<file path="config.mk">
export PLATFORM = sky130hd
export DESIGN_NAME = mmd_ctrl
export DESIGN_NICKNAME = d
export VERILOG_FILES = /design/src/mmd_pkg.sv /design/src/mmd_track_if.sv /design/src/mmd_minmax.sv /design/src/mmd_degauss.sv /design/src/mmd_ctrl.sv
export SDC_FILE = /design/constraint.sdc
export NUM_CORES = 1
export LEC_CHECK = 0
export ABC_AREA = 0
export BUFFER_PORTS_ARGS = -buffer_cell sky130_fd_sc_hd__clkbuf_2
export CORE_MARGIN = 2
export CORE_UTILIZATION = 58
export DETAILED_ROUTE_END_ITERATION = 8
export GPL_ROUTABILITY_DRIVEN = 0
export MAX_ROUTING_LAYER = met4
export PLACE_DENSITY_LB_ADDON = 0.25
export SLEW_MARGIN = 20
export SYNTH_ARGS = -nofsm -noshare
export SYNTH_HDL_FRONTEND = slang
export SYNTH_SLANG_ARGS = --single-unit
</file>
<file path="constraint.sdc">
create_clock -name clock -period 10.3 [get_ports clock]
set_clock_uncertainty 0.2 [all_clocks]
set_input_delay 2.06 -clock clock [delete_from_list [all_inputs] [get_ports clock]]
set_output_delay 2.06 -clock clock [all_outputs]
set_load 0.05 [all_outputs]
</file>
<file path="src/mmd_pkg.sv">
// Purpose: shared constants for the magnetometer min/max and degauss control
// Assumes: 8-bit register space, 16-bit signed magnetic samples
// Notes: register offsets are byte addresses on the register port
package mmd_pkg;
  localparam int SAMPLE_W = 16;
  localparam logic [7:0] ADDR_OUT_Z_MSB = 8'h05;
  localparam logic [7:0] ADDR_OUT_Z_LSB = 8'h06;
  localparam logic [7:0] ADDR_MAG_OUT_X_MSB = 8'h33;
  localparam logic [7:0] ADDR_MAG_CONTROL_ONE = 8'h5b;
  localparam logic [7:0] ADDR_MAG_CONTROL_TWO = 8'h5c;
  localparam logic [7:0] MAG_CONTROL_ONE_RESET = 8'h00;
  localparam logic [7:0] MAG_CONTROL_TWO_RESET = 8'h00;
  // mag_control_one fields
  localparam int C1_ACAL_BIT = 7;
  localparam int C1_ONESHOT_RST_BIT = 6;
  localparam int C1_HMS_LSB = 0;
  localparam logic [1:0] HMS_HYBRID = 2'h3;
  // mag_control_two fields
  localparam logic [7:0] C2_WRITE_MASK = 8'h3f;
  localparam int C2_HYB_AUTOINC_BIT = 5;
  localparam int C2_MAXMIN_DIS_BIT = 4;
  localparam int C2_MAXMIN_DIS_THS_BIT = 3;
  localparam int C2_MAXMIN_RST_BIT = 2;
  localparam int C2_RST_CNT_LSB = 0;
  // extreme register reset values
  localparam logic [15:0] MIN_RESET = 16'h7fff;
  localparam logic [15:0] MAX_RESET = 16'h8000;
  // degauss frequency codes and periods in output-data-rate cycles
  localparam logic [1:0] RST_CNT_EVERY = 2'h0;
  localparam logic [1:0] RST_CNT_16 = 2'h1;
  localparam logic [1:0] RST_CNT_512 = 2'h2;
  localparam logic [1:0] RST_CNT_OFF = 2'h3;
  localparam logic [8:0] PERIOD_16_LAST = 9'h00f;
  localparam logic [8:0] PERIOD_512_LAST = 9'h1ff;
  // degauss pulse length
  localparam int CLOCK_MHZ = 200;
  localparam int DEGAUSS_PULSE_NS = 100;
  localparam int DEGAUSS_PULSE_CYC = (DEGAUSS_PULSE_NS * CLOCK_MHZ + 999) / 1000;
  typedef enum logic [1:0] {
    MMD_DG_IDLE = 2'b01,
    MMD_DG_PULSE = 2'b10
  } mmd_dg_state_t;
endpackage : mmd_pkg

</file>
<file path="src/mmd_track_if.sv">
// Purpose: carrier between the control top and the min/max tracker
// Assumes: all signals on the one system clock
// Notes: axes packed x in low bits, then y, then z
interface mmd_track_if;
  logic track_en;
  logic clear;
  logic sample_valid;
  logic [3*mmd_pkg::SAMPLE_W-1:0] sample;
  logic [3*mmd_pkg::SAMPLE_W-1:0] max_val;
  logic [3*mmd_pkg::SAMPLE_W-1:0] min_val;
  logic clear_done;
  modport ctrl (output track_en, output clear, output sample_valid, output sample,
    input max_val, input min_val, input clear_done);
  modport trk (input track_en, input clear, input sample_valid, input sample,
    output max_val, output min_val, output clear_done);
endinterface : mmd_track_if

</file>
<file path="src/mmd_minmax.sv">
// Purpose: per-axis signed minimum and maximum tracking
// Assumes: samples arrive as one-cycle valid strobes
// Notes: clear loads full-scale opposites so the first sample wins
module mmd_minmax (
  input wire logic clock,
  input wire logic rst_n,
  mmd_track_if.trk t
);
  localparam int W = mmd_pkg::SAMPLE_W;
  logic [3*W-1:0] max_ff, min_ff, nxt_max, nxt_min;
  logic done_ff, nxt_done;

  // next extremes for each axis
  always_comb begin
    nxt_max = max_ff;
    nxt_min = min_ff;
    nxt_done = t.clear;
    for (int a = 0; a < 3; a++) begin
      if (t.clear) begin
        nxt_max[a*W +: W] = mmd_pkg::MAX_RESET;
        nxt_min[a*W +: W] = mmd_pkg::MIN_RESET;
      end else if (t.track_en && t.sample_valid) begin
        if ($signed(t.sample[a*W +: W]) > $signed(max_ff[a*W +: W])) begin
          nxt_max[a*W +: W] = t.sample[a*W +: W];
        end
        if ($signed(t.sample[a*W +: W]) < $signed(min_ff[a*W +: W])) begin
          nxt_min[a*W +: W] = t.sample[a*W +: W];
        end
      end
    end
  end

  // register extremes
  always_ff @(posedge clock or negedge rst_n) begin
    if (!rst_n) begin
      max_ff <= {3{mmd_pkg::MAX_RESET}};
      min_ff <= {3{mmd_pkg::MIN_RESET}};
      done_ff <= 1'b0;
    end else begin
      max_ff <= nxt_max;
      min_ff <= nxt_min;
      done_ff <= nxt_done;
    end
  end

  assign t.max_val = max_ff;
  assign t.min_val = min_ff;
  assign t.clear_done = done_ff;
endmodule : mmd_minmax

</file>
<file path="src/mmd_degauss.sv">
// Purpose: schedules the magnetic sensor reset pulse
// Assumes: odr_start is a one-cycle strobe at the start of each data-rate cycle
// Notes: requests during a running pulse are merged into it
module mmd_degauss (
  input wire logic clock,
  input wire logic rst_n,
  input wire logic [1:0] rst_cnt,
  input wire logic odr_start,
  input wire logic wake,
  input wire logic oneshot_req,
  output logic pulse,
  output logic oneshot_done
);
  mmd_pkg::mmd_dg_state_t st_ff, nxt_st;
  logic [8:0] odr_cnt_ff, nxt_odr_cnt;
  logic [7:0] len_ff, nxt_len;
  logic done_ff, nxt_done;
  logic periodic;

  // period counter and pulse sequencer
  always_comb begin
    periodic = 1'b0;
    nxt_odr_cnt = odr_cnt_ff;
    if (odr_start) begin
      case (rst_cnt)
        mmd_pkg::RST_CNT_EVERY: periodic = 1'b1;
        mmd_pkg::RST_CNT_16: periodic = (odr_cnt_ff[3:0] == mmd_pkg::PERIOD_16_LAST[3:0]);
        mmd_pkg::RST_CNT_512: periodic = (odr_cnt_ff == mmd_pkg::PERIOD_512_LAST);
        default: periodic = 1'b0;
      endcase
      nxt_odr_cnt = odr_cnt_ff + 9'h001;
    end
    nxt_st = st_ff;
    nxt_len = len_ff;
    nxt_done = 1'b0;
    case (st_ff)
      mmd_pkg::MMD_DG_IDLE: begin
        // one-shot bit is still set in the done cycle; done blocks a second pulse
        if (periodic || wake || (oneshot_req && !done_ff)) begin
          nxt_st = mmd_pkg::MMD_DG_PULSE;
          nxt_len = 8'(mmd_pkg::DEGAUSS_PULSE_CYC - 1);
        end
      end
      mmd_pkg::MMD_DG_PULSE: begin
        if (len_ff == 8'h00) begin
          nxt_st = mmd_pkg::MMD_DG_IDLE;
          nxt_done = oneshot_req;
        end else begin
          nxt_len = len_ff - 8'h01;
        end
      end
      default: nxt_st = mmd_pkg::MMD_DG_IDLE;
    endcase
  end

  // register sequencer state
  always_ff @(posedge clock or negedge rst_n) begin
    if (!rst_n) begin
      st_ff <= mmd_pkg::MMD_DG_IDLE;
      odr_cnt_ff <= 9'h000;
      len_ff <= 8'h00;
      done_ff <= 1'b0;
    end else begin
      st_ff <= nxt_st;
      odr_cnt_ff <= nxt_odr_cnt;
      len_ff <= nxt_len;
      done_ff <= nxt_done;
    end
  end

  assign pulse = (st_ff == mmd_pkg::MMD_DG_PULSE);
  assign oneshot_done = done_ff;
endmodule : mmd_degauss

</file>
<file path="src/mmd_ctrl.sv">
// Purpose: magnetometer burst pointer, min/max tracking and degauss control
// Assumes: register port, samples and strobes come from logic on the same clock
// Notes: fast_read and active_mode come from the system control register outside
// Function
// - hybrid autoinc, normal read: 0x06 jumps 0x33
// - hybrid autoinc, fast read: 0x05 jumps 0x33
// - disable bit 0 tracks, 1 stops
// - track axis extremes each data-rate cycle
// - threshold event stops tracking when enabled
// - reset loads min 0x7FFF, max 0x8000
// - reset bit self-clears when done
// - code 00: degauss every cycle
// - code 01: degauss every 16 cycles
// - code 10: degauss every 512 cycles
// - code 11: no periodic degauss
// - standby to active always degausses once
// - host one-shot bit requests degauss
// - extremes feed the auto-calibration
// - one-shot bit clears after degauss
// - auto-cal loads offset with average
// - sensor select 0b11 means hybrid
module mmd_ctrl (
  input wire logic clock,
  input wire logic resetn,
  input wire logic reg_start,
  input wire logic [7:0] reg_addr,
  input wire logic reg_wr,
  input wire logic reg_rd,
  input wire logic [7:0] reg_wdata,
  input wire logic fast_read,
  input wire logic active_mode,
  input wire logic odr_start,
  input wire logic odr_end,
  input wire logic sample_valid,
  input wire logic [3*mmd_pkg::SAMPLE_W-1:0] mag_sample,
  input wire logic ths_event,
  output logic [7:0] reg_rdata,
  output logic [7:0] addr_ptr,
  output logic hybrid_mode,
  output logic degauss_pulse,
  output logic [3*mmd_pkg::SAMPLE_W-1:0] max_out,
  output logic [3*mmd_pkg::SAMPLE_W-1:0] min_out,
  output logic [3*mmd_pkg::SAMPLE_W-1:0] offset_out
);
  localparam int W = mmd_pkg::SAMPLE_W;

  // half of the sum of two signed values, widened to avoid overflow
  function automatic logic [W-1:0] avg2(input logic [W-1:0] a, input logic [W-1:0] b);
    logic signed [W:0] s;
    s = $signed({a[W-1], a}) + $signed({b[W-1], b});
    return s[W:1];
  endfunction : avg2

  // reset release through two flops
  logic rst_s1_ff, rst_n_ff;
  always_ff @(posedge clock or negedge resetn) begin
    if (!resetn) begin
      rst_s1_ff <= 1'b0;
      rst_n_ff <= 1'b0;
    end else begin
      rst_s1_ff <= 1'b1;
      rst_n_ff <= rst_s1_ff;
    end
  end

  mmd_track_if trk ();
  logic oneshot_done, dg_pulse;

  mmd_minmax u_minmax (
    .clock(clock),
    .rst_n(rst_n_ff),
    .t(trk)
  );

  logic [7:0] ctl1_ff, nxt_ctl1, ctl2_ff, nxt_ctl2;
  logic active_ff, nxt_active;
  logic ths_stop_ff, nxt_ths_stop;
  logic clear_ff, nxt_clear;
  logic [7:0] addr_ptr_ff, nxt_addr_ptr;

  mmd_degauss u_degauss (
    .clock(clock),
    .rst_n(rst_n_ff),
    .rst_cnt(ctl2_ff[mmd_pkg::C2_RST_CNT_LSB +: 2]),
    .odr_start(odr_start),
    .wake(active_mode && !active_ff),
    .oneshot_req(ctl1_ff[mmd_pkg::C1_ONESHOT_RST_BIT]),
    .pulse(dg_pulse),
    .oneshot_done(oneshot_done)
  );

  // control registers; a host write of 1 wins over a hardware self-clear
  always_comb begin
    nxt_ctl1 = ctl1_ff;
    nxt_ctl2 = ctl2_ff;
    if (oneshot_done) begin
      nxt_ctl1[mmd_pkg::C1_ONESHOT_RST_BIT] = 1'b0;
    end
    if (trk.clear_done) begin
      nxt_ctl2[mmd_pkg::C2_MAXMIN_RST_BIT] = 1'b0;
    end
    if (reg_wr && addr_ptr_ff == mmd_pkg::ADDR_MAG_CONTROL_ONE) begin
      nxt_ctl1 = reg_wdata;
    end
    if (reg_wr && addr_ptr_ff == mmd_pkg::ADDR_MAG_CONTROL_TWO) begin
      nxt_ctl2 = reg_wdata & mmd_pkg::C2_WRITE_MASK;
    end
  end

  // tracking gate and min/max clear request
  always_comb begin
    nxt_active = active_mode;
    nxt_ths_stop = ths_stop_ff;
    if (!ctl2_ff[mmd_pkg::C2_MAXMIN_DIS_THS_BIT]) begin
      nxt_ths_stop = 1'b0;
    end else if (ths_event) begin
      nxt_ths_stop = 1'b1;
    end
    nxt_clear = 1'b0;
    if (ctl2_ff[mmd_pkg::C2_MAXMIN_RST_BIT] && !clear_ff && !trk.clear_done) begin
      nxt_clear = 1'b1;
    end
  end

  always_ff @(posedge clock or negedge rst_n_ff) begin
    if (!rst_n_ff) begin
      ctl1_ff <= mmd_pkg::MAG_CONTROL_ONE_RESET;
      ctl2_ff <= mmd_pkg::MAG_CONTROL_TWO_RESET;
      active_ff <= 1'b0;
      ths_stop_ff <= 1'b0;
      clear_ff <= 1'b0;
    end else begin
      ctl1_ff <= nxt_ctl1;
      ctl2_ff <= nxt_ctl2;
      active_ff <= nxt_active;
      ths_stop_ff <= nxt_ths_stop;
      clear_ff <= nxt_clear;
    end
  end

  // tracker connections
  assign trk.track_en = !ctl2_ff[mmd_pkg::C2_MAXMIN_DIS_BIT] && !ths_stop_ff;
  assign trk.clear = clear_ff;
  assign trk.sample_valid = sample_valid;
  assign trk.sample = mag_sample;

  // burst address pointer
  logic hyb_jump;
  always_comb begin
    hyb_jump = 1'b0;
    if (ctl2_ff[mmd_pkg::C2_HYB_AUTOINC_BIT]) begin
      if (fast_read) begin
        hyb_jump = (addr_ptr_ff == mmd_pkg::ADDR_OUT_Z_MSB);
      end else begin
        hyb_jump = (addr_ptr_ff == mmd_pkg::ADDR_OUT_Z_LSB);
      end
    end
    nxt_addr_ptr = addr_ptr_ff;
    if (reg_start) begin
      nxt_addr_ptr = reg_addr;
    end else if (reg_rd && hyb_jump) begin
      nxt_addr_ptr = mmd_pkg::ADDR_MAG_OUT_X_MSB;
    end else if (reg_rd || reg_wr) begin
      nxt_addr_ptr = addr_ptr_ff + 8'h01;
    end
  end

  // read data mux for the registers this block owns
  logic [7:0] rdata_ff, nxt_rdata;
  always_comb begin
    nxt_rdata = rdata_ff;
    if (reg_rd) begin
      case (addr_ptr_ff)
        mmd_pkg::ADDR_MAG_CONTROL_ONE: nxt_rdata = ctl1_ff;
        mmd_pkg::ADDR_MAG_CONTROL_TWO: nxt_rdata = ctl2_ff;
        default: nxt_rdata = 8'h00;
      endcase
    end
  end

  // auto-calibration offsets from the tracked extremes
  logic [3*W-1:0] off_ff, nxt_off;
  always_comb begin
    nxt_off = off_ff;
    if (odr_end && ctl1_ff[mmd_pkg::C1_ACAL_BIT]) begin
      for (int a = 0; a < 3; a++) begin
        nxt_off[a*W +: W] = avg2(trk.max_val[a*W +: W], trk.min_val[a*W +: W]);
      end
    end
  end

  // output registers
  logic hyb_ff, dg_ff;
  logic [3*W-1:0] max_ff, min_ff;
  always_ff @(posedge clock or negedge rst_n_ff) begin
    if (!rst_n_ff) begin
      addr_ptr_ff <= 8'h00;
      rdata_ff <= 8'h00;
      off_ff <= '0;
      hyb_ff <= 1'b0;
      dg_ff <= 1'b0;
      max_ff <= {3{mmd_pkg::MAX_RESET}};
      min_ff <= {3{mmd_pkg::MIN_RESET}};
    end else begin
      addr_ptr_ff <= nxt_addr_ptr;
      rdata_ff <= nxt_rdata;
      off_ff <= nxt_off;
      hyb_ff <= (ctl1_ff[mmd_pkg::C1_HMS_LSB +: 2] == mmd_pkg::HMS_HYBRID);
      dg_ff <= dg_pulse;
      max_ff <= trk.max_val;
      min_ff <= trk.min_val;
    end
  end

  assign addr_ptr = addr_ptr_ff;
  assign reg_rdata = rdata_ff;
  assign hybrid_mode = hyb_ff;
  assign degauss_pulse = dg_ff;
  assign max_out = max_ff;
  assign min_out = min_ff;
  assign offset_out = off_ff;
endmodule : mmd_ctrl

</file>
==> results.cfg <==
[clocking]
clkSlewWorstSetupHoldPaths_ps = 60
tritoncts = yes
clockBufferDepth = 3
ctsHoldBuffers = 0
clock_latency_ps = 520
postCtsSetupBuffers = 0
cts_buffers = 34
root_buffer = clkbuf_16
clock-sinks = 298
htree_levels = 2
cts.repair.resized = 0

[synth]
synth_compound_area_share_pct = 13.3
synth_mux_area_share_pct = 5.31
yosys_warnings = 0
synth_common_cells = nand2_1, dfrtp_1, ha_1
avgSynthCellArea_um2 = 9.98
synthesis.nets = 1827
synthXorXnorAreaFrac_pct = 2.30
async_flop_share_pct = 100
synth_cells = 1605
synth_fa_ha_area_share_pct = 11.6
yosys.area_share.simple_pct = 15.5
synth_top_area_share_pct = 31.4
synthTopCellsByArea = dfrtp_1, dfstp_2, ha_1, nand2_1, mux2i_1
yosysTopAreaCell = dfrtp_1
synth_top_family_by_area = simple AND/OR/NAND/NOR gates
ys_ff_latch = 298
synth_cell_types = 76
ys_seq_area_share_pct = 47.3
synth_area_um2 = 16000
synth_edf_count = 0
yosysMostFrequentCell = nand2_1
synthFlopType = dfrtp_1

[outcome]
status = finished, final reports clean

[sta]
max_slew_margin_pct = 26.4
min_period_ps = 4400
setup_viol = 0
fmax_mhz = 227
rsz0062_at_grt = false
fin_tns_setup_ps = 0
maxSlewViolCount = 0
holdWs_ps = 151
post-route-period-util_pct = 42.7
finalHoldViolations = 0
worst_slew_pin_slew_ps = 1100
fin_ws_ps = 5900

[route]
avgRoutedWirePerCell_um = 18.4
vias = 12962
drc_errors = 0
dr.pass1.iters = 5
drt_iter0_drc = 837
final_antenna_net_count = 0
wl_um = 40400
via_per_inst = 5.91

[finish]
final_nets = 2047
syn2layout_area_growth_pct = 16.8
drive_above_1_share_pct = 23.4
antennaDiodeCount = 0
final_area_um2 = 18700

[floorplan]
coreArea_um2 = 27000
die_area_um2 = 29000
start_util_pct = 59.3
dieWidth_um = 170
io_pins = 237
die_y_um = 170
core.rowCount = 60

[placement]
dp_hpwl_um = 29100
post-place-ws_ps = 5440
portBuffers = 236
place_area_um2 = 17500

[worst_setup_path]
rr_startpoint = u_minmax.t.max_val[31]
start_kind = input pin
rr_worst_depth = 6
cp-end-kind = flop
r2r_slack_ps = 6970
reg2reg_to = u_minmax.t.max_val[21]
crit_arrival_ps = 4610
critPathKind = in -> reg
crit_fanout = 16
required_ps = 10510

[pwr]
ir_drop_mv = 0.232
power_leakage_uw = 0.00929
powerDensity_nw_per_um2 = 390

[global_routing]
grt_pass1_vias = 12776
grt_first_pass_wirelength_um = 65200
grt_overflow = 0
grt_max_degree = 100
grt_use_total_pct = 29.1
grt_antenna_before_repair = 0

[hold_path]
hold_path_class = reg -> async

[flow_run]
maxCapViolCount = 0
placed cells by master, fill, tap and decap left out, types with 8 or more instances in the layout:
cell and instances:
a21o_1 21, nand3_1 44, dfrtp_1 199, o21a_1 9, a31oi_1 8, xnor2_1 29, nor2b_1 19, ha_1 144
o21ai_1 8, nor3_1 30, and2_1 10, o211ai_1 27, clkbuf_1 8, clkbuf_16 34, mux2_2 16, nor2_1 103
dfstp_2 97, mux2i_1 67, clkbuf_2 236, xor2_1 13, nor3b_1 8, inv_1 128, nor4_1 18, a211oi_1 11
buf_4 11, o22a_1 13, nand2_1 208, and3_1 24, o21ai_0 60, nand4_1 25, a21oi_1 90
worst max-delay path by stage:
stage	start	to	slack, ps	cells past startpoint
after floorplan	rst_n_ff	active_ff	1350	0
after global placement	mag_sample[31]	u_minmax.t.max_val[27]	5540	6
after detailed placement	mag_sample[31]	u_minmax.t.max_val[28]	5440	6
after CTS	mag_sample[31]	u_minmax.t.max_val[21]	5950	6
after global routing	mag_sample[31]	u_minmax.t.max_val[21]	5650	6
final	mag_sample[31]	u_minmax.t.max_val[21]	5900	6
cells by family after synthesis:
family / count (synthesis)
other: 1
buffers and inverters: 193
multiplexers: 83
adder cells (fa/ha/maj): 147
flip-flops: 298
AND/OR/NAND/NOR: 521
AO/OA/AOI/OAI: 320
XOR/XNOR: 42
routing by layer:
layer  track usage [%]  wire length (µm)
met1              38.7             17700
met2              45.5             18800
met3              5.14              2630
met4              9.59              1140
met5                 -                 0
per-stage QoR:
step                      power (µW)  utilization (%)  instances
final                           7290             69.2       2192
after global routing            7770             69.2       2192
after CTS                       7290             69.2       2192
after detailed placement        5940             64.7       2130
after global placement          5830             64.7       2130
after floorplan                 4980                -       1605
layout make-up:
type	instances	area [µm²]
fillers	2037	8320
multi-input cells	1114	7720
flip-flops and latches	298	7580
repair buffers	248	1270
clock buffers	46	936
inverters	129	484
well taps	341	427
clock inverters	16	280
registers in the layout, summed over array words and instances (netlist names):
| register | count |
|---|---|
| max_out | 48 |
| min_out | 48 |
| offset_out | 48 |
| u_minmax.t.max_val | 48 |
| u_minmax.t.min_val | 48 |
| u_degauss.odr_cnt_ff | 9 |
| addr_ptr | 8 |
| ctl1_ff | 8 |
| reg_rdata | 8 |
| u_degauss.len_ff | 8 |
| ctl2_ff | 6 |
| u_degauss.st_ff | 2 |
| active_ff | 1 |
| clear_ff | 1 |
| degauss_pulse | 1 |
| hybrid_mode | 1 |
| rst_n_ff | 1 |
| rst_s1_ff | 1 |
| ths_stop_ff | 1 |
| u_degauss.oneshot_done | 1 |
| u_minmax.t.clear_done | 1 |
power breakdown:
group          total (µW)  internal [µW]  switching (µW)  leakage, µW
clock network        1310            820             494     0.000598
registers            2220           1800             423      0.00349
logic                3760           1220            2540      0.00520
total                7290           3840            3450      0.00929
worst max-delay path, stage by stage:
cell and delay (ps):
clkbuf_2 120, ha_1 340, nand4_1 220, a2111oi_0 600, o311a_1 1000, mux2i_1 280
No activity file was read; power rests on OpenSTA's default activity.
